`src/rtl/dim_pkg.sv`:
```
// Constants and types shared by the interrupt multiplexer and its counters
package dim_pkg;

    localparam logic [7:0] OFS_CNT0 = 8'h10;
    localparam logic [7:0] OFS_CNT_CTRL = 8'h13;
    localparam logic [7:0] OFS_ISC = 8'h20;
    localparam logic [7:0] OFS_CLR = 8'h30;

    localparam int REF_CLK_HZ = 200_000_000;
    localparam int TIMER_CLK_HZ = 2_000_000;
    localparam int TIMER_DIV = REF_CLK_HZ / TIMER_CLK_HZ;

    localparam logic [3:0] ISC_RESET = 4'h0;
    localparam int ISC_REQ1_LSB = 0;
    localparam int ISC_REQ2_LSB = 2;
    localparam int CLR_REQ1_BIT = 0;
    localparam int CLR_REQ2_BIT = 1;

    // Control word layout
    localparam int CW_SEL_LSB = 6;
    localparam int CW_RW_LSB = 4;
    localparam int CW_MODE_LSB = 1;
    localparam logic [1:0] CW_SEL_READBACK = 2'h3;

    typedef enum logic [2:0] {
        DIM_TERM_IRQ = 3'h0,
        DIM_ONE_SHOT = 3'h1,
        DIM_RATE_GEN = 3'h2,
        DIM_SQUARE = 3'h3,
        DIM_SW_STROBE = 3'h4,
        DIM_HW_STROBE = 3'h5
    } dim_cmode_t;

    typedef enum logic [1:0] {
        DIM_RW_LATCH = 2'h0,
        DIM_RW_LSB = 2'h1,
        DIM_RW_MSB = 2'h2,
        DIM_RW_BOTH = 2'h3
    } dim_rw_t;

    typedef enum logic [1:0] {
        DIM_SRC_OFF = 2'h0,
        DIM_SRC_FALL = 2'h1,
        DIM_SRC_COMB = 2'h2,
        DIM_SRC_CNT = 2'h3
    } dim_src_t;

    typedef struct packed {
        logic wr;
        logic rd;
        logic [7:0] addr;
        logic [7:0] wdata;
    } dim_io_req_t;

    typedef struct packed {
        logic portc_bit0;
        logic portc_bit3;
    } dim_portc_t;

endpackage

```
`src/rtl/dim_irq_mux_timers.sv`:
```
// Dual interrupt multiplexer with event counter and cascaded timer
`timescale 1ns/1ps
module dim_irq_mux_timers
    import dim_pkg::*;
#(
    parameter int TIMER_DIV_P = TIMER_DIV,
    parameter bit SINGLE_GROUP = 1'b0
)
(
    input wire logic ref_clk,
    input wire logic nrst,
    input wire dim_io_req_t io_req,
    output logic [7:0] io_rdata,
    input wire dim_portc_t grp1_portc,
    input wire dim_portc_t grp2_portc,
    input wire logic event_count_input,
    input wire logic event_edge_rising,
    output logic inta_n_out,
    output logic inta_n_oe,
    output logic [1:0] irq_pending
);

    localparam int DW = (TIMER_DIV_P > 2) ? $clog2(TIMER_DIV_P) : 1;
    localparam logic [DW-1:0] DIV_LAST = DW'(TIMER_DIV_P - 1);

    if (TIMER_DIV_P < 2)
    begin : g_bad_div
        $error("TIMER_DIV_P must be at least 2");
    end

    logic [3:0] isc_q;
    logic [1:0] pend_q;
    logic [1:0] req_ev;
    logic [1:0] clr;
    logic [1:0] src_out;
    logic [1:0] src_prev_q;
    logic [2:0] tick;
    logic [2:0] cnt_out;
    logic [2:0] data_wr_sel;
    logic [2:0] ctrl_wr_sel;
    logic [2:0] rd_sel;
    logic [7:0] cnt_rdata [3];
    logic [7:0] cnt_status [3];
    logic [7:0] rd_mux;
    logic [1:0] status_sel_q;
    logic [DW-1:0] div_q;
    logic evt_q;
    logic out1_q;
    dim_portc_t portc [2];
    dim_portc_t portc_q [2];
    logic is_cw_wr;
    logic is_readback;

    assign portc[0] = grp1_portc;
    assign portc[1] = grp2_portc;
    // Counter zero feeds request one, the chained timer request two
    assign src_out[0] = cnt_out[0];
    assign src_out[1] = cnt_out[2];

    // 2 MHz reference for the chained timer
    always_ff @(posedge ref_clk)
    begin
        if (!nrst)
            div_q <= '0;
        else if (div_q == DIV_LAST)
            div_q <= '0;
        else
            div_q <= div_q + DW'(1);
    end

    always_ff @(posedge ref_clk)
    begin
        if (!nrst)
        begin
            // Tracks the pin in reset too, so release shows no false edge
            evt_q <= event_count_input;
            out1_q <= 1'b1;
        end
        else
        begin
            evt_q <= event_count_input;
            out1_q <= cnt_out[1];
        end
    end

    always_comb
    begin
        // Only the chosen edge of the event line advances counter zero
        tick[0] = event_edge_rising ?
            (event_count_input && !evt_q) :
            (!event_count_input && evt_q);
        tick[1] = div_q == DIV_LAST;
        // Second counter runs off the first one's output edge
        tick[2] = cnt_out[1] && !out1_q;
    end

    always_comb
    begin
        is_cw_wr = io_req.wr && io_req.addr == OFS_CNT_CTRL;
        is_readback = io_req.wdata[CW_SEL_LSB +: 2] == CW_SEL_READBACK;
    end

    // Counters sit at three consecutive byte addresses
    for (genvar j = 0; j < 3; j++)
    begin : g_cnt
        assign data_wr_sel[j] = io_req.wr
            && io_req.addr == OFS_CNT0 + 8'(j);
        assign rd_sel[j] = io_req.rd && io_req.addr == OFS_CNT0 + 8'(j);
        assign ctrl_wr_sel[j] = is_cw_wr
            && io_req.wdata[CW_SEL_LSB +: 2] == 2'(j);

        dim_counter u_cnt (
            .ref_clk(ref_clk),
            .nrst(nrst),
            .tick(tick[j]),
            .gate(1'b1),
            .ctrl_wr(ctrl_wr_sel[j]),
            .data_wr(data_wr_sel[j]),
            .rd(rd_sel[j]),
            .wdata(io_req.wdata),
            .cnt_out(cnt_out[j]),
            .rdata(cnt_rdata[j]),
            .status(cnt_status[j])
        );
    end

    // Status read at the control address follows the last counter named by a control word
    always_ff @(posedge ref_clk)
    begin
        if (!nrst)
            status_sel_q <= 2'h0;
        else if (is_cw_wr && !is_readback)
            status_sel_q <= io_req.wdata[CW_SEL_LSB +: 2];
    end

    always_comb
    begin
        rd_mux = 8'h00;
        for (int k = 0; k < 3; k++)
        begin
            if (io_req.addr == OFS_CNT0 + 8'(k))
                rd_mux = cnt_rdata[k];
        end
        if (io_req.addr == OFS_CNT_CTRL)
            rd_mux = cnt_status[status_sel_q];
    end

    // Source select and clear are write only; they read as zero
    always_ff @(posedge ref_clk)
    begin
        if (!nrst)
            io_rdata <= 8'h00;
        else if (io_req.rd)
            io_rdata <= rd_mux;
    end

    always_ff @(posedge ref_clk)
    begin
        if (!nrst)
            isc_q <= ISC_RESET;
        else if (io_req.wr && io_req.addr == OFS_ISC)
            isc_q <= io_req.wdata[3:0];
    end

    always_comb
    begin
        clr[0] = io_req.wr && io_req.addr == OFS_CLR
            && io_req.wdata[CLR_REQ1_BIT];
        clr[1] = io_req.wr && io_req.addr == OFS_CLR
            && io_req.wdata[CLR_REQ2_BIT];
    end

    always_ff @(posedge ref_clk)
    begin
        if (!nrst)
        begin
            portc_q[0] <= '0;
            portc_q[1] <= '0;
            src_prev_q <= 2'b00;
        end
        else
        begin
            portc_q[0] <= portc[0];
            portc_q[1] <= portc[1];
            src_prev_q <= src_out;
        end
    end

    for (genvar i = 0; i < 2; i++)
    begin : g_req
        localparam int SEL_LSB = (i == 0) ? ISC_REQ1_LSB : ISC_REQ2_LSB;
        // Without the second port group only the timer can drive request 2
        localparam bit EXT_OK = !(SINGLE_GROUP && i == 1);
        dim_src_t sel;
        logic c0, c3, c0_q, c3_q;
        logic fall_ev, comb_ev, cnt_ev;

        always_comb
        begin
            sel = dim_src_t'(isc_q[SEL_LSB +: 2]);
            c0 = portc[i].portc_bit0;
            c3 = portc[i].portc_bit3;
            c0_q = portc_q[i].portc_bit0;
            c3_q = portc_q[i].portc_bit3;
            fall_ev = c0_q && !c0;
            // A C3 fall with C0 low, or a C0 rise with C3 high
            comb_ev = (!c0 && c3_q && !c3)
                || (!c0_q && c0 && c3);
            cnt_ev = src_out[i] && !src_prev_q[i];
            unique case (sel)
                DIM_SRC_OFF: req_ev[i] = 1'b0;
                DIM_SRC_FALL: req_ev[i] = EXT_OK && fall_ev;
                DIM_SRC_COMB: req_ev[i] = EXT_OK && comb_ev;
                DIM_SRC_CNT: req_ev[i] = cnt_ev;
            endcase
        end

        // A new event in the clearing cycle keeps the request pending
        always_ff @(posedge ref_clk)
        begin
            if (!nrst)
                pend_q[i] <= 1'b0;
            else
                pend_q[i] <= (pend_q[i] && !clr[i]) || req_ev[i];
        end
    end

    // Open-drain request line: driven low while anything pends
    assign inta_n_out = 1'b0;
    assign inta_n_oe = |pend_q;
    assign irq_pending = pend_q;

    // Cycles since the last 2 MHz reference pulse
    logic [DW-1:0] gap_q;
    always_ff @(posedge ref_clk)
    begin
        if (!nrst || tick[1])
            gap_q <= '0;
        else
            gap_q <= gap_q + DW'(1);
    end
endmodule

```
`src/rtl/dim_counter.sv`:
```
// One 16-bit down counter with six operating modes
`timescale 1ns/1ps
module dim_counter
    import dim_pkg::*;
(
    input wire logic ref_clk,
    input wire logic nrst,
    input wire logic tick,
    input wire logic gate,
    input wire logic ctrl_wr,
    input wire logic data_wr,
    input wire logic rd,
    input wire logic [7:0] wdata,
    output logic cnt_out,
    output logic [7:0] rdata,
    output logic [7:0] status
);

    dim_cmode_t mode_q;
    dim_rw_t rw_q;
    dim_rw_t cw_rw;
    dim_cmode_t cw_mode;
    logic [15:0] reload_q;
    logic [15:0] cnt_q;
    logic [15:0] latch_val_q;
    logic [15:0] rd_val;
    logic wr_hi_q, rd_hi_q, latched_q, load_pend_q, valid_q;
    logic armed_q, out_q, gate_q, trig_q;
    logic is_setup, write_done;

    always_comb
    begin
        cw_rw = dim_rw_t'(wdata[CW_RW_LSB +: 2]);
        // Codes 6 and 7 alias rate generator and square wave
        cw_mode = wdata[CW_MODE_LSB + 1] ?
            dim_cmode_t'({2'b01, wdata[CW_MODE_LSB]}) :
            dim_cmode_t'(wdata[CW_MODE_LSB +: 3]);
        is_setup = ctrl_wr && cw_rw != DIM_RW_LATCH;
        write_done = data_wr && (rw_q != DIM_RW_BOTH || wr_hi_q);
    end

    always_ff @(posedge ref_clk)
    begin
        if (!nrst)
        begin
            mode_q <= DIM_TERM_IRQ;
            rw_q <= DIM_RW_LSB;
        end
        else if (is_setup)
        begin
            mode_q <= cw_mode;
            rw_q <= cw_rw;
        end
    end

    always_ff @(posedge ref_clk)
    begin
        if (!nrst)
        begin
            reload_q <= 16'h0000;
            wr_hi_q <= 1'b0;
        end
        else if (is_setup)
            wr_hi_q <= 1'b0;
        else if (data_wr)
        begin
            unique case (rw_q)
                DIM_RW_LSB: reload_q <= {8'h00, wdata};
                DIM_RW_MSB: reload_q <= {wdata, 8'h00};
                default:
                    if (wr_hi_q)
                        reload_q[15:8] <= wdata;
                    else
                        reload_q[7:0] <= wdata;
            endcase
            wr_hi_q <= rw_q == DIM_RW_BOTH && !wr_hi_q;
        end
    end

    always_ff @(posedge ref_clk)
    begin
        if (!nrst)
        begin
            gate_q <= 1'b1;
            trig_q <= 1'b0;
        end
        else
        begin
            gate_q <= gate;
            trig_q <= (trig_q && !tick) || (gate && !gate_q);
        end
    end

    always_ff @(posedge ref_clk)
    begin
        if (!nrst)
        begin
            cnt_q <= 16'h0000;
            out_q <= 1'b1;
            armed_q <= 1'b0;
            load_pend_q <= 1'b0;
            valid_q <= 1'b0;
        end
        else if (is_setup)
        begin
            out_q <= cw_mode != DIM_TERM_IRQ;
            armed_q <= 1'b0;
            load_pend_q <= 1'b0;
            valid_q <= 1'b0;
        end
        else
        begin
            if (tick)
            begin
                unique case (mode_q)
                    DIM_TERM_IRQ, DIM_SW_STROBE:
                    begin
                        if (mode_q == DIM_SW_STROBE && !out_q)
                            out_q <= 1'b1;
                        if (load_pend_q)
                        begin
                            cnt_q <= reload_q;
                            load_pend_q <= 1'b0;
                            armed_q <= 1'b1;
                        end
                        else if (gate && armed_q)
                        begin
                            cnt_q <= cnt_q - 16'h0001;
                            if (cnt_q == 16'h0001)
                            begin
                                // Strobe fires once; terminal count stays up
                                out_q <= mode_q == DIM_TERM_IRQ;
                                armed_q <= mode_q == DIM_TERM_IRQ;
                            end
                        end
                    end
                    DIM_ONE_SHOT, DIM_HW_STROBE:
                    begin
                        if (mode_q == DIM_HW_STROBE && !out_q)
                            out_q <= 1'b1;
                        if (trig_q && valid_q)
                        begin
                            cnt_q <= reload_q;
                            armed_q <= 1'b1;
                            out_q <= mode_q == DIM_HW_STROBE;
                        end
                        else if (armed_q)
                        begin
                            cnt_q <= cnt_q - 16'h0001;
                            if (cnt_q == 16'h0001)
                            begin
                                armed_q <= 1'b0;
                                out_q <= mode_q == DIM_ONE_SHOT;
                            end
                        end
                    end
                    DIM_RATE_GEN, DIM_SQUARE:
                    begin
                        if (load_pend_q || (trig_q && valid_q))
                        begin
                            cnt_q <= (mode_q == DIM_SQUARE) ?
                                {reload_q[15:1], 1'b0} : reload_q;
                            load_pend_q <= 1'b0;
                            armed_q <= 1'b1;
                            out_q <= 1'b1;
                        end
                        else if (gate && armed_q && mode_q == DIM_SQUARE)
                        begin
                            // Odd counts run one input period short
                            if (cnt_q == 16'h0002)
                            begin
                                cnt_q <= {reload_q[15:1], 1'b0};
                                out_q <= !out_q;
                            end
                            else
                                cnt_q <= cnt_q - 16'h0002;
                        end
                        else if (gate && armed_q)
                        begin
                            if (cnt_q == 16'h0001)
                            begin
                                cnt_q <= reload_q;
                                out_q <= 1'b1;
                            end
                            else
                            begin
                                cnt_q <= cnt_q - 16'h0001;
                                out_q <= cnt_q != 16'h0002;
                            end
                        end
                    end
                    default:
                        armed_q <= 1'b0;
                endcase
            end
            if (write_done)
            begin
                load_pend_q <= 1'b1;
                valid_q <= 1'b1;
                if (mode_q == DIM_TERM_IRQ)
                    out_q <= 1'b0;
            end
        end
    end

    always_ff @(posedge ref_clk)
    begin
        if (!nrst)
        begin
            rd_hi_q <= 1'b0;
            latched_q <= 1'b0;
            latch_val_q <= 16'h0000;
        end
        else if (is_setup)
        begin
            rd_hi_q <= 1'b0;
            latched_q <= 1'b0;
        end
        else if (ctrl_wr && !latched_q)
        begin
            latched_q <= 1'b1;
            latch_val_q <= cnt_q;
        end
        else if (rd)
        begin
            if (rw_q == DIM_RW_BOTH)
                rd_hi_q <= !rd_hi_q;
            if (rw_q != DIM_RW_BOTH || rd_hi_q)
                latched_q <= 1'b0;
        end
    end

    always_comb
    begin
        rd_val = latched_q ? latch_val_q : cnt_q;
        unique case (rw_q)
            DIM_RW_MSB: rdata = rd_val[15:8];
            DIM_RW_BOTH: rdata = rd_hi_q ? rd_val[15:8] : rd_val[7:0];
            default: rdata = rd_val[7:0];
        endcase
    end

    assign cnt_out = out_q;
    assign status = {out_q, load_pend_q, rw_q, mode_q, 1'b0};
endmodule

```
`config.mk`:
```
export PLATFORM = sky130hd
export DESIGN_NAME = dim_irq_mux_timers
export DESIGN_NICKNAME = d
export VERILOG_FILES = /design/src/rtl/dim_pkg.sv /design/src/rtl/dim_irq_mux_timers.sv /design/src/rtl/dim_counter.sv
export SDC_FILE = /design/constraint.sdc
export NUM_CORES = 1
export LEC_CHECK = 0
export ABC_AREA = 1
export BUFFER_PORTS_ARGS = -buffer_cell sky130_fd_sc_hd__buf_2
export CAP_MARGIN = 20
export CELL_PAD_IN_SITES_DETAIL_PLACEMENT = 0
export CELL_PAD_IN_SITES_GLOBAL_PLACEMENT = 2
export CORE_AREA = 2 2 226 228
export DETAILED_ROUTE_END_ITERATION = 16
export DIE_AREA = 0 0 228 230
export PLACE_DENSITY = 0.76
export SYNTH_ARGS = -nofsm -noshare
export SYNTH_HDL_FRONTEND = slang
export SYNTH_SLANG_ARGS = --single-unit
export TNS_END_PERCENT = 100
```
`constraint.sdc`:
```
create_clock -name ref_clk -period 1.73 [get_ports ref_clk]
set_input_delay 0.2595 -clock ref_clk [delete_from_list [all_inputs] [get_ports ref_clk]]
set_output_delay 0.2595 -clock ref_clk [all_outputs]
set_load 0.03 [all_outputs]
```
=== Yosys cells after proc, flatten, opt, wreduce, memory -nomap -nowiden ===
Memories as Yosys holds them, arrays and structs flattened.
Index checks and enable logic that the tools add are counted.

* Register bits: 210
* Memory bits (read-only): 0
* Latch bits: 0
* Word-level logic and storage cells: 461
* Input bits: 26
* Memories: 1
* Bits in writable memories: 4

* Shift-type cells: 0
* Add/subtract/negate cells: 7
* Multipliers: 0
* $lt $le $gt $ge: 1
* Multiplexer cells: 162
* Eq/ne operators: 64
* Bitwise operators: 10
* Reduce and logical (&&, ||, !) cells: 165
* Div/mod/pow operators: 0

{| class="wikitable"
|+ Memories
! name !! depth !! width !! read ports !! clocked after Yosys merged registers in !! wr ports !! line !! text
|-
| portc_q || 2 || 2 || 2 || 0 || 2 || dim_irq_mux_timers.sv:50 || <nowiki>dim_portc_t portc_q [2];</nowiki>
|}

{| class="wikitable"
|+ Operators with widths
! kind !! count
|-
| $mux 16 || 27
|-
| $pmux 16 s3 || 3
|-
| $mux 8 || 15
|-
| $mux 1 || 96
|-
| $pmux 16 s2 || 3
|-
| $logic_and 1x1->1 || 59
|-
| $eq 16x1->1 const B || 3
|-
| $eq 16x2->1 const B || 3
|-
| $ne 16x2->1 const B || 3
|-
| $pmux 8 s2 || 3
|-
| $sub 16x1->16 const B || 3
|-
| $sub 16x2->16 const B || 3
|-
| $reduce_and 3->1 || 12
|-
| $eq 8x5->1 const B || 4
|-
| $reduce_bool 3->1 || 10
|-
| $logic_not 1->1 || 29
|-
| $reduce_or 2->1 || 14
|-
| $eq 2x2->1 const B || 12
|-
| $reduce_bool 2->1 || 10
|-
| $eq 3x2->1 const B || 6
|-
| $eq 3x3->1 const B || 6
|-
| $pmux 1 s3 || 6
|-
| $reduce_and 2->1 || 9
|-
| $bmux 8 s2 || 1
|-
| other kinds (22) || 69
|}

=== Depth between registers and ports, before layout ===
Gate-level depths: netlist of the first run.

* Depth in word-level cells: 11
* Mapped depth: 15

=== Hierarchy ===
A second synthesis of the first run with hierarchy kept.

* Cells, all modules: 2412
* Area total of the unflattened synthesis: 15381.0 um^2

{| class="wikitable"
|+ Modules (own cells, without submodules)
! module !! seq. area each (um^2) !! cells an instance !! area an instance (um^2) !! times used
|-
| dim_counter (g_cnt[1].u_cnt) || 1241.2 || 697 || 4515.6 || 1
|-
| dim_counter (g_cnt[2].u_cnt) || 1241.2 || 703 || 4450.5 || 1
|-
| dim_counter (g_cnt[0].u_cnt) || 1241.2 || 689 || 4424.2 || 1
|-
| dim_irq_mux_timers || 620.6 || 323 || 1990.7 || 1
|}

=== Least setup slack after synthesis of the first run ===
Ideal clock, no wire load.

* Path type: flip-flop to flip-flop
* From: register g_cnt[1].u_cnt.cnt_q[1]
* To: register g_cnt[1].u_cnt.cnt_q[15]
* Cell stages (with the launch flop): 15
* Period minus slack after synthesis: 1.810 ns
* Data required time: 1.621 ns
* Slack: -0.080 ns
* Arrival time: 1.701 ns
* Path through: dfxtp_1 > inv_1 > ha_1 > nand2_1 > nand2_1 > nor2_1 > nand2_1 > nand2_1 > nand3_1 > o21ai_0 > nor2_1 > a21oi_1 > nand3_1 > nand2_1 > inv_1

* Cells in the longest elaborated chain, start to end: 6
* Elaborated cells on any way between the ends: 13

{| class="wikitable"
|+ Ends and longest elaborated chain
! item !! line !! text
|-
| start: declaration || dim_counter.sv:24 || <nowiki>logic [15:0] cnt_q;</nowiki>
|-
| start signal: assignment || dim_counter.sv:122 || <nowiki>cnt_q <= reload_q;</nowiki>
|-
| start signal: assignment || dim_counter.sv:128 || <nowiki>cnt_q <= cnt_q - 16'h0001;</nowiki>
|-
| start signal: assignment || dim_counter.sv:143 || <nowiki>cnt_q <= reload_q;</nowiki>
|-
| $sub 16x1->16 / $eq 16x1->1 (equally long branches) || -- ||
|-
| $mux 16 || dim_counter.sv:180 || <nowiki>if (cnt_q == 16'h0001)</nowiki>
|-
| $mux 16 || dim_counter.sv:178 || <nowiki>else if (gate && armed_q)</nowiki>
|-
| $mux 16 || dim_counter.sv:167 || <nowiki>else if (gate && armed_q && mode_q == DIM_SQUARE)</nowiki>
|-
| $mux 16 || dim_counter.sv:159 || <nowiki>if (load_pend_q || (trig_q && valid_q))</nowiki>
|-
| $pmux 16 s3 * || dim_counter.sv:115 || <nowiki>unique case (mode_q)</nowiki>
|}

Every way passes the cells marked *; elsewhere a longest branch is shown, timed or not. The select of a mux whose other input is x is not followed.
A chain may end at the register's enable or synchronous reset.

=== Final worst setup path of the first run ===
* From: register g_cnt[1].u_cnt.cnt_q[2]
* To: register g_cnt[1].u_cnt.cnt_q[9]

The elaborated chain is that of the path after synthesis.

==> flow_summary_export.csv, run 1 <==
group,metric,value,unit
cts,cts_inserted_buffers,28,
die,rows,82,
final_layout,syn_to_final_growth,52.4,%
worst_setup_path,r2r-start,"g_cnt[1].u_cnt.cnt_q[2]$_SDFFE_PN0P_",
yosys,synth_warnings,0,
sta,fin_crit,1.83,ns
run_status,violations,"negative setup slack",
worst_setup_path,critPathMaxStageDelay,0.32,ns
worst_setup_path,reg2reg_depth,14,
grt,grt_usage,25.7,%
final_layout,diodes,0,
sta,setup_violations,34,
yosys,synth_seq_cells,214,
sta,maxSlewHeadroom,53.8,%
sta,clock-skew-final,0.0389,ns
sta,slew_violations,0,
worst_setup_path,r2r-end,"g_cnt[1].u_cnt.cnt_q[9]$_SDFFE_PN0P_",
yosys,yosys_most_used_dff,"dfxtp_1",
worst_setup_path,cp.required,2.24,ns
yosys,synth_cell_types,53,
worst_hold_path,hold_depth,2,
worst_setup_path,path_buf_inv,3,
place,dp.cells,3449,
final_layout,seq_area,4360,sq um
cts,root_buffer,"clkbuf_16",
grt,antenna_found_initial,0,
place,place_congestion,0.970,
worst_setup_path,crit_chain,"buf_6 -> nor2_4 -> buf_6 -> nand2_2 -> nor2_4 -> nand2_4 -> buf_6 -> nand3_1 -> o211ai_1 -> nand2_1 -> nor2_1 -> nor2_1 -> nor2_1 -> nor2_1",
final_layout,multi_input_area,10800,sq um
place,port_buffers,36,
yosys,netlist_area,14800,sq um
die,start_util,29.8,%
yosys,yosys.area.top_type_share,28.9,%
final_layout,layoutNonFillerInstCount,3561,
pwr,p_leak,9.75,nW
worst_setup_path,end_kind,"flip-flop",
yosys,ys_async_sr_fraction,0,%
worst_setup_path,worst-path-max-fanout,6,
yosys,synth_area_leader_cell,"dfxtp_1",
grt,grt_pass1_wl,105000,um
yosys,seq_area_frac_synth,28.9,%
detailed_routing,routed-via-count,18200,
final_layout,drive_above_1_share,35.1,%
sta,min_period_over_period,106,%
yosys,synth_cells,2383,
sta,max_freq,547,MHz
cts,worst_skew_pair.late_latency,0.61,ns
worst_hold_path,hold_path.class,"input port to flip-flop",
detailed_routing,drt_iter0_markers,1205,
worst_hold_path,min_to,"g_cnt[1].u_cnt.rw_q[0]$_SDFFE_PN1P_",
yosys,synth_edf_count,0,
yosys,synth_nets,2434,
worst_setup_path,cp.arrival,2.34,ns
yosys,synth.area.top_cells,"dfxtp_1 29%, nand2_1 12%, a21oi_1 8.6%",
worst_setup_path,crit_type,"flip-flop to flip-flop",
final_layout,finalNetCount,2921,
cts,cts_buffer_depth,3,
cts,cts_sinks,214,
worst_hold_path,min_from,"nrst",
grt,grt_pass1_vias,17600,
die,die_area,52400,sq um
worst_setup_path,crit_top_cell,"nor2_1",
cts,htree_levels,1,
cts,cts_tree,"yes",
sta,final_hold_viol_count,0,
run_status,status,"finished with violations",
grt,grt_max_degree,38,
worst_setup_path,path_delay_family,"simple AND/OR/NAND/NOR gates",
pwr,peakVddDrop,0.000848,V
sta,setup_slack,-0.0991,ns
detailed_routing,drt_wl_total,69900,um
yosys,yosysMostFrequentCell,"nand2_1",
yosys,syn_avg_cell_area,6.23,sq um
detailed_routing,firstDrtPassIters,5,
die,die_h,230,um
run,cap_violations,0,
worst_setup_path,reg2reg_slack,-0.1,ns
die,die-width,228,um
die,io_pins,38,
die,core,49900,sq um
place,dp_hpwl,52800,um
detailed_routing,route.detailed.drc,0,
sta,worst_slew_pin_slew,0.691,ns
cts,clk_pin_slew,0.06,ns
yosys,yosys-top-cells-count,"466 x nand2_1, 296 x inv_1, 267 x nor2_1",
worst_setup_path,start_kind,"flip-flop",
final_layout,design_area,22600,sq um
place,placed_area,19100,sq um
detailed_routing,wl_per_cell,19.6,um
pwr,power_density,580,nW/um^2
detailed_routing,drt.antenna.violating_nets,0,
worst_setup_path,cp_slowest_cell,"dfxtp_2",
sta,rsz0062_at_grt,"true",
detailed_routing,vias_per_cell,5.12,
final_layout,fillCellCount,5224,
grt,overflow,0,
-- power by group --
group	switching, mW	internal [mW]	leakage, nW	total, mW
Combinational	1.32	0.914	7.56	2.23
Clock	2.53	3.36	0.443	5.89
Sequential	0.0447	4.96	1.75	5.01
Total	3.89	9.24	9.75	13.1
-- layer usage --
layer  track usage, %  part of all wire (%)  routed length, um  vias to the layer above
met5                0                     0                  0                        -
met4             12.5                   5.3               3730                        0
met3             2.86                   5.6               3900                      163
met2             42.1                    45              31500                      578
met1             33.8                    44              30700                     8521
li1                 -                     -                  -                     8978
-- stage by stage --
| stage | setup slack (ns) | power (mW) | util, % | TNS, ns | hold WS, ns |
|---|---|---|---|---|---|
| detailed placement | -0.455 | 6.81 | 38.3 | -45.50 | 0.394 |
| finish | -0.0991 | 13.1 | 45.4 | -1.22 | 0.0223 |
| global route | -0.205 | 13.6 | 45.4 | -7.15 | 0.0240 |
| floorplan | -0.00502 | 5.97 | - | -0.00502 | 0.287 |
| global placement | -0.406 | 6.81 | 38.3 | -40.04 | 0.389 |
| CTS | -0.0610 | 13.0 | 42.8 | -0.538 | 0.0102 |
-- timing repair --
action	CTS	global route
endpoints found under the hold margin	6	0
buffers inserted	28	30
cloned	3	1
setup endpoints to repair	72	67
resized for setup	328	309
hold buffers	6	0
pin swaps	75	136
-- cell type report --
cell class                 instances  share of cell area [%]
multi-input combinational       1763                    47.7
timing repair buffer             552                    19.9
sequential                       214                    19.3
inverter                         311                    5.49
tap                              672                    3.72
clock buffer                      39                    3.54
clock inverter                    10                   0.409
-- layout by cell type, fill, tap and decap left out, types with 69 or more instances in the layout --
cell type / Yosys / final
buf_4: 4 / 439
nand2_1: 466 / 378
inv_1: 296 / 264
a21oi_1: 254 / 228
nor2_1: 267 / 191
dfxtp_1: 214 / 182
o21ai_0: 205 / 144
nand3_1: 147 / 122
o21ai_1: 46 / 89
nand2_2: 11 / 69
-- registers in the layout (all words and copies together), names as in the netlist, 4 cells and up --
name and cells:
g_cnt.u_cnt.cnt_q 48, g_cnt.u_cnt.latch_val_q 48, g_cnt.u_cnt.reload_q 48, g_cnt.u_cnt.mode_q 9, io_rdata 8, div_q 7
g_cnt.u_cnt.rw_q 6, isc_q 4, portc_q 4
-- cells by family after synthesis --
logic type	share of synthesized area, %
AO/OA/AOI/OAI	26.5
XOR/XNOR	3.60
adder cells (fa/ha/maj)	2.11
buffers and inverters	10.7
flip-flops	28.9
multiplexers	0.0674
other	0.0253
AND/OR/NAND/NOR	28.1
-- worst max-delay path by stage --
stage	startpoint	to	depth (start not counted)
2_1_floorplan	g_cnt[1].u_cnt.cnt_q[1]$_SDFFE_PN0P_	g_cnt[1].u_cnt.cnt_q[15]$_SDFFE_PN0P_	14
3_3_place_gp	io_req[12]	g_cnt[2].u_cnt.cnt_q[9]$_SDFFE_PN0P_	10
3_5_place_dp	io_req[12]	g_cnt[2].u_cnt.cnt_q[9]$_SDFFE_PN0P_	10
4_1_cts	g_cnt[2].u_cnt.cnt_q[3]$_SDFFE_PN0P_	g_cnt[2].u_cnt.cnt_q[6]$_SDFFE_PN0P_	11
5_1_grt	g_cnt[1].u_cnt.cnt_q[2]$_SDFFE_PN0P_	g_cnt[1].u_cnt.cnt_q[14]$_SDFFE_PN0P_	13
6_report	g_cnt[1].u_cnt.cnt_q[2]$_SDFFE_PN0P_	g_cnt[1].u_cnt.cnt_q[9]$_SDFFE_PN0P_	14
-- worst register-to-register path, cell delays in order, from the launching register on --
cell and delay (ns):
dfxtp_2 0.32, buf_6 0.12, nor2_4 0.18, buf_6 0.15, nand2_2 0.06, nor2_4 0.13, nand2_4 0.08, buf_6 0.15
nand3_1 0.10, o211ai_1 0.09, nand2_1 0.07, nor2_1 0.04, nor2_1 0.15, nor2_1 0.06, nor2_1 0.07
No activity file was read; power rests on OpenSTA's default activity.
==> run 2, diff against run 1 <==
--- a/config.mk
+++ b/config.mk
@@ -11,6 +11,7 @@
 export CELL_PAD_IN_SITES_DETAIL_PLACEMENT = 0
 export CELL_PAD_IN_SITES_GLOBAL_PLACEMENT = 2
 export CORE_AREA = 2 2 226 228
+export CTS_BUF_LIST = sky130_fd_sc_hd__clkbuf_16
 export DETAILED_ROUTE_END_ITERATION = 16
 export DIE_AREA = 0 0 228 230
 export PLACE_DENSITY = 0.76
==> flow_summary_export.csv, run 2 (synthesis results as in run 1) <==
group,metric,value,unit
pwr,power.total,12.8,mW
cts,cts_buffer_depth,3,
grt,antenna_found_initial,0,
cts,htree_levels,1,
sta,max_freq,538,MHz
place,place_worst_setup_slack,-0.455,ns
grt,overflow,0,
die,die-width,228,um
grt,grt_pass1_vias,17600,
worst_setup_path,crit_type,"flip-flop to flip-flop",
place,place_congestion,0.970,
final_layout,finalNetCount,2913,
pwr,switchingPower,3.88,mW
worst_hold_path,hold_path.class,"input port to flip-flop",
place,dp_hpwl,52800,um
sta,tns,-1.47,ns
sta,clock-skew-final,0.0317,ns
pwr,p_int,8.95,mW
cts,root_buffer,"clkbuf_16",
grt,grt_max_degree,38,
worst_setup_path,worst-path-max-fanout,6,
detailed_routing,drt_iter0_markers,1371,
detailed_routing,route.detailed.drc,0,
die,die_area,52400,sq um
die,start_util,29.8,%
detailed_routing,routed-via-count,18300,
cts,clk_pin_slew,0.06,ns
run,cap_violations,0,
pwr,power_density,572,nW/um^2
sta,rsz0062_at_grt,"true",
worst_setup_path,cp.required,2.23,ns
run_status,status,"finished with violations",
sta,setup_slack,-0.127,ns
die,die_h,230,um
pwr,p_leak,9.68,nW
sta,maxSlewHeadroom,52.3,%
final_layout,mostFrequentLayoutCell,"buf_4",
die,core,49900,sq um
detailed_routing,wl_per_cell,19.7,um
final_layout,multi_input_area,10700,sq um
sta,min_period_over_period,107,%
final_layout,drive_above_1_share,34.4,%
sta,slew_violations,0,
cts,worst_skew_pair.late_latency,0.60,ns
sta,final_hold_viol_count,0,
detailed_routing,drt.antenna.violating_nets,0,
die,rows,82,
detailed_routing,firstDrtPassIters,5,
detailed_routing,vias_per_cell,5.14,
worst_setup_path,start_kind,"flip-flop",
final_layout,diodes,0,
final_layout,fillCellCount,5245,
grt,grt_usage,25.7,%
worst_setup_path,cp.arrival,2.36,ns
worst_setup_path,end_kind,"flip-flop",
final_layout,reg_top3,"g_cnt.u_cnt.cnt_q x48, g_cnt.u_cnt.latch_val_q x48, g_cnt.u_cnt.reload_q x48",
worst_setup_path,reg2reg_depth,14,
pwr,seq_power_share,39.0,%
die,io_pins,38,
cts,cts_inserted_buffers,28,
place,port_buffers,36,
run_status,violations,"negative setup slack",
cts,cts_tree,"yes",
final_layout,final_cell_mix,"435 x buf_4, 381 x nand2_1, 269 x inv_1",
sta,fin_crit,1.86,ns
final_layout,syn_to_final_growth,51.2,%
pwr,power_frac_comb,17.6,%
pwr,pwr-share-clk,43.4,%
pwr,netSwitchingFraction,30.3,%
sta,setup_violations,37,
grt,grt_pass1_wl,105000,um
cts,cts_sinks,214,
worst_setup_path,reg2reg_slack,-0.13,ns
sta,worst_slew_pin_slew,0.713,ns
detailed_routing,drt_wl_total,70100,um
worst_hold_path,hold_depth,2,
final_layout,seq_area,4360,sq um
pwr,peakVddDrop,0.000833,V
[run 2: final cells by class]
type | count | area share [%]
repair buffers | 544 | 19.7
inverters | 311 | 5.52
flip-flops and latches | 214 | 19.4
clock buffers | 28 | 3.12
well taps | 672 | 3.75
multi-input cells | 1763 | 47.9
clock inverters | 21 | 0.596
[run 2: repair_timing]
| action | CTS | global route |
|---|---|---|
| gates resized for setup | 330 | 285 |
| hold buffers | 6 | 0 |
| pin swaps | 76 | 122 |
| setup endpoints to repair | 72 | 67 |
| buffers inserted | 28 | 21 |
| hold endpoints to repair | 6 | 0 |
| gates cloned | 3 | 1 |
[run 2: power by group through the flow]
stage	sequential (mW)	combinational (mW)	clock, mW
finish	5.01	2.26	5.57
global route	5.02	2.41	5.86
CTS	5.01	2.00	5.70
detailed placement	5.12	1.69	0
global placement	5.12	1.69	0
floorplan	5.13	0.831	0
[run 2: final timing paths]
| path | end | start |
|---|---|---|
| setup / recovery | g_cnt[1].u_cnt.cnt_q[9]$_SDFFE_PN0P_ | g_cnt[1].u_cnt.cnt_q[2]$_SDFFE_PN0P_ |
| hold / removal | g_cnt[1].u_cnt.rw_q[0]$_SDFFE_PN1P_ | nrst |
| setup reg to reg | g_cnt[1].u_cnt.cnt_q[9]$_SDFFE_PN0P_ | g_cnt[1].u_cnt.cnt_q[2]$_SDFFE_PN0P_ |
| hold reg to reg | g_cnt[1].u_cnt.trig_q$_SDFF_PN0_ | g_cnt[1].u_cnt.trig_q$_SDFF_PN0_ |
[run 2: layer usage]
layer | GRT usage [%] | part of all wire, %
met1 | 33.6 | 44
met2 | 42.1 | 46
met3 | 2.96 | 5.4
met4 | 12.4 | 5.0
met5 | 0 | 0
[run 2: through the flow]
step / instance area, sq um / hold slack, ns / instances / utilization [%]
2_1_floorplan: 14900 / 0.287 / 2383 / -
3_3_place_gp: 19100 / 0.389 / 3449 / 38.3
3_5_place_dp: 19100 / 0.394 / 3449 / 38.3
4_1_cts: 21300 / 0.00961 / 3533 / 42.7
5_1_grt: 22400 / 0.0241 / 3553 / 45.0
6_report: 22400 / 0.0334 / 3553 / 45.0
[run 2: critical path, cell delays in order, from the launching register on]
cell      delay [ns]
dfxtp_2         0.32
buf_6           0.11
nor2_4          0.18
buf_6           0.16
nand2_4         0.05
nor2_4          0.13
nand2_4         0.08
buf_6           0.16
nand3_1         0.10
o211ai_1        0.09
nand2_1         0.07
nor2_1          0.04
nor2_1          0.15
nor2_1          0.06
nor2_1          0.07
==> run 3, diff against run 2 <==
--- a/config.mk
+++ b/config.mk
@@ -10,12 +10,13 @@
 export CAP_MARGIN = 20
 export CELL_PAD_IN_SITES_DETAIL_PLACEMENT = 0
 export CELL_PAD_IN_SITES_GLOBAL_PLACEMENT = 2
-export CORE_AREA = 2 2 226 228
+export CORE_AREA = 2 2 230 232
 export CTS_BUF_LIST = sky130_fd_sc_hd__clkbuf_16
 export DETAILED_ROUTE_END_ITERATION = 16
-export DIE_AREA = 0 0 228 230
-export PLACE_DENSITY = 0.76
+export DIE_AREA = 0 0 232 234
+export PLACE_DENSITY = 0.75
 export SYNTH_ARGS = -nofsm -noshare
 export SYNTH_HDL_FRONTEND = slang
+export SYNTH_HIERARCHICAL = 1
 export SYNTH_SLANG_ARGS = --single-unit
 export TNS_END_PERCENT = 100
==> flow_summary_export.csv, run 3 <==
group,metric,value,unit
worst_setup_path,crit_top_cell,"nand2_1",
yosys,synth_cells,2412,
worst_setup_path,cp_slowest_cell,"dfxtp_4",
final_layout,drive_above_1_share,38.6,%
yosys,ys_async_sr_fraction,0,%
grt,grt_use_met1,32.3,%
final_layout,mostFrequentLayoutCell,"nand2_1",
sta,maxSlewHeadroom,63.5,%
grt,antenna_found_initial,2,
cts,cts_inserted_buffers,30,
sta,slew_violations,0,
yosys,yosys_most_used_dff,"dfxtp_1",
yosys,synth_area_leader_cell,"dfxtp_1",
run,cap_violations,0,
worst_hold_path,hold_path.class,"input port to flip-flop",
final_layout,layoutNonFillerInstCount,3585,
place,dp_hpwl,48400,um
pwr,p_leak,10.2,nW
die,io_pins,38,
sta,fin_crit,1.82,ns
cts,cts_tree,"yes",
yosys,yosys-top-cells-count,"519 x nand2_1, 284 x a21oi_1, 266 x inv_1",
yosys,seq_area_frac_synth,28.2,%
final_layout,final_cell_mix,"456 x nand2_1, 413 x buf_4, 232 x a21oi_1",
yosys,synth_cell_types,52,
detailed_routing,drt_iter0_markers,1283,
worst_setup_path,cp.required,2.20,ns
cts,root_buffer,"clkbuf_16",
detailed_routing,firstDrtPassIters,6,
worst_setup_path,critPathMaxStageDelay,0.36,ns
grt,grt_max_degree,39,
detailed_routing,route.detailed.drc,0,
final_layout,final_util,44.6,%
worst_setup_path,start_kind,"flip-flop",
yosys,syn_avg_cell_area,6.38,sq um
final_layout,finalNetCount,2923,
grt,overflow,0,
place,place_congestion,0.924,
die,die_area,54300,sq um
yosys,synth_edf_count,0,
worst_setup_path,crit_chain,"buf_6 -> nor2_4 -> nand2_1 -> nor2_1 -> nand3_2 -> nand2_1 -> inv_2 -> nand2_1 -> nand4_1 -> a21oi_1 -> nor2_1",
place,placed_area,19600,sq um
sta,final_hold_viol_count,0,
sta,worst_slew_pin_slew,0.546,ns
die,die_h,234,um
worst_setup_path,path_buf_inv,2,
worst_setup_path,worst-path-max-fanout,5,
worst_setup_path,crit_type,"flip-flop to flip-flop",
grt,grt_pass1_wl,96700,um
worst_setup_path,cp.arrival,2.29,ns
yosys,synth_seq_cells,217,
run_status,status,"finished with violations",
grt,grt_usage,22.8,%
worst_setup_path,end_kind,"flip-flop",
yosys,synth.area.top_cells,"dfxtp_1 28%, nand2_1 13%, a21oi_1 9.2%",
cts,worst_skew_pair.late_latency,0.61,ns
yosys,netlist_area,15400,sq um
grt,grtUsageMet3,2.52,%
cts,cts_sinks,217,
detailed_routing,drt_wl_total,64200,um
pwr,power_density,509,nW/um^2
place,dp.cells,3465,
sta,rsz0062_at_grt,"true",
sta,clock-skew-final,0.0388,ns
grt,grt_most_used_layer,"met2",
detailed_routing,vias_per_cell,4.98,
sta,max_freq,549,MHz
cts,clk_pin_slew,0.06,ns
detailed_routing,drt.antenna.violating_nets,0,
yosys,yosys.area.top_type_share,28.2,%
cts,cts_buffer_depth,3,
place,port_buffers,36,
worst_setup_path,path_delay_family,"simple AND/OR/NAND/NOR gates",
yosys,synth_warnings,6,
final_layout,syn_to_final_growth,50.9,%
cts,htree_levels,1,
sta,setup_violations,37,
pwr,peakVddDrop,0.000700,V
grt,grt_pass1_vias,16900,
detailed_routing,wl_per_cell,17.9,um
die,die-width,232,um
run_status,violations,"negative setup slack",
detailed_routing,routed-via-count,17900,
die,rows,84,
sta,min_period_over_period,105,%
yosys,yosysMostFrequentCell,"nand2_1",
sta,setup_slack,-0.0905,ns
sta,hold_slack,0.0557,ns
final_layout,reg_top3,"g_cnt.u_cnt/cnt_q x48, g_cnt.u_cnt/latch_val_q x48, g_cnt.u_cnt/reload_q x48",
die,start_util,29.6,%
final_layout,design_area,23200,sq um
die,core,52000,sq um
grt,met2_usage,36.7,%
[run 3: cell types whose count changed in the layout (fill, tap and decap cells not counted), sizes merged, moves of 9 or more]
cell,before,now
nand2,478,552
o21ai,252,179
a21oi,254,291
o211ai,54,18
o32ai,35,2
nand3,153,181
a211oi,4,28
buf,538,514
nand4,24,39
o22ai,27,42
a22oi,14,0
nor3,31,21
conb,1,10
[run 3: through the flow]
| stage | TNS, ns | worst slack (ns) | power, mW |
|---|---|---|---|
| 2_1_floorplan | -13.05 | -0.245 | 5.44 |
| 3_3_place_gp | -59.35 | -0.458 | 5.70 |
| 3_5_place_dp | -67.54 | -0.517 | 5.71 |
| 4_1_cts | -0.207 | -0.0315 | 12.0 |
| 5_1_grt | -6.96 | -0.197 | 12.2 |
| 6_report | -1.36 | -0.0905 | 11.8 |
[run 3: final cells by class]
cell class	instances	area [sq um]
inverter	311	1270
sequential	217	4400
fill	5390	28800
clock buffer	30	751
clock inverter	25	223
multi-input combinational	1789	11300
timing repair inverter	2	16.3
tap	688	861
timing repair buffer	522	4420
antenna	1	2.50
[run 3: cells by family (layout without fill, tap and decap cells)]
| group | count (synthesis) | after routing | synth area share, % |
|---|---|---|---|
| and+or+nand+nor | 1088 | 1089 | 32.4 |
| AOI/OAI and AO/OA | 602 | 602 | 22.3 |
| buffers and inverters | 412 | 890 | 11.4 |
| DFF | 217 | 217 | 28.2 |
| xor gates and xnor gates | 64 | 64 | 3.64 |
| adders and majority gates | 24 | 24 | 1.95 |
| other | 5 | 11 | 0.122 |
[run 3: repair_timing]
item	4_1_cts	5_1_grt
hold buffers	6	0
setup buffers	21	33
gates cloned	0	5
endpoints found under the hold margin	6	0
pin swaps	57	145
resized for setup	215	337
endpoints found under the setup margin	60	85
[run 3: worst min-delay path, stage by stage]
cell	delay, ns
buf_2	0.17
nand2_1	0.11
o22ai_1	0.08
[run 3: path summary, 6_finish.rpt]
path	cells past startpoint	slack, ns	end	from
max	11	-0.09	g_cnt[0].u_cnt/cnt_q[15]$_SDFFE_PN0P_	g_cnt[0].u_cnt/cnt_q[2]$_SDFFE_PN0P_
min	3	0.06	g_cnt[0].u_cnt/rw_q[1]$_SDFFE_PN0P_	io_req[5]
max reg2reg	11	-0.09	g_cnt[0].u_cnt/cnt_q[15]$_SDFFE_PN0P_	g_cnt[0].u_cnt/cnt_q[2]$_SDFFE_PN0P_
min reg2reg	2	0.46	g_cnt[1].u_cnt/latch_val_q[15]$_SDFFE_PN0P_	g_cnt[1].u_cnt/latch_val_q[15]$_SDFFE_PN0P_
[run 3: metal layers]
layer / up-vias / routed length, um
li1: 8888 / -
met1: 8464 / 30300
met2: 423 / 29000
met3: 95 / 3210
met4: 0 / 1710
met5: - / 0
[run 3: where the power goes]
group          leakage (nW)  internal (mW)  switching, mW
Combinational          7.96          0.202          0.397
Sequential             1.77           5.02         0.0190
Clock                 0.484           3.60           2.59
Total                  10.2           8.82           3.00
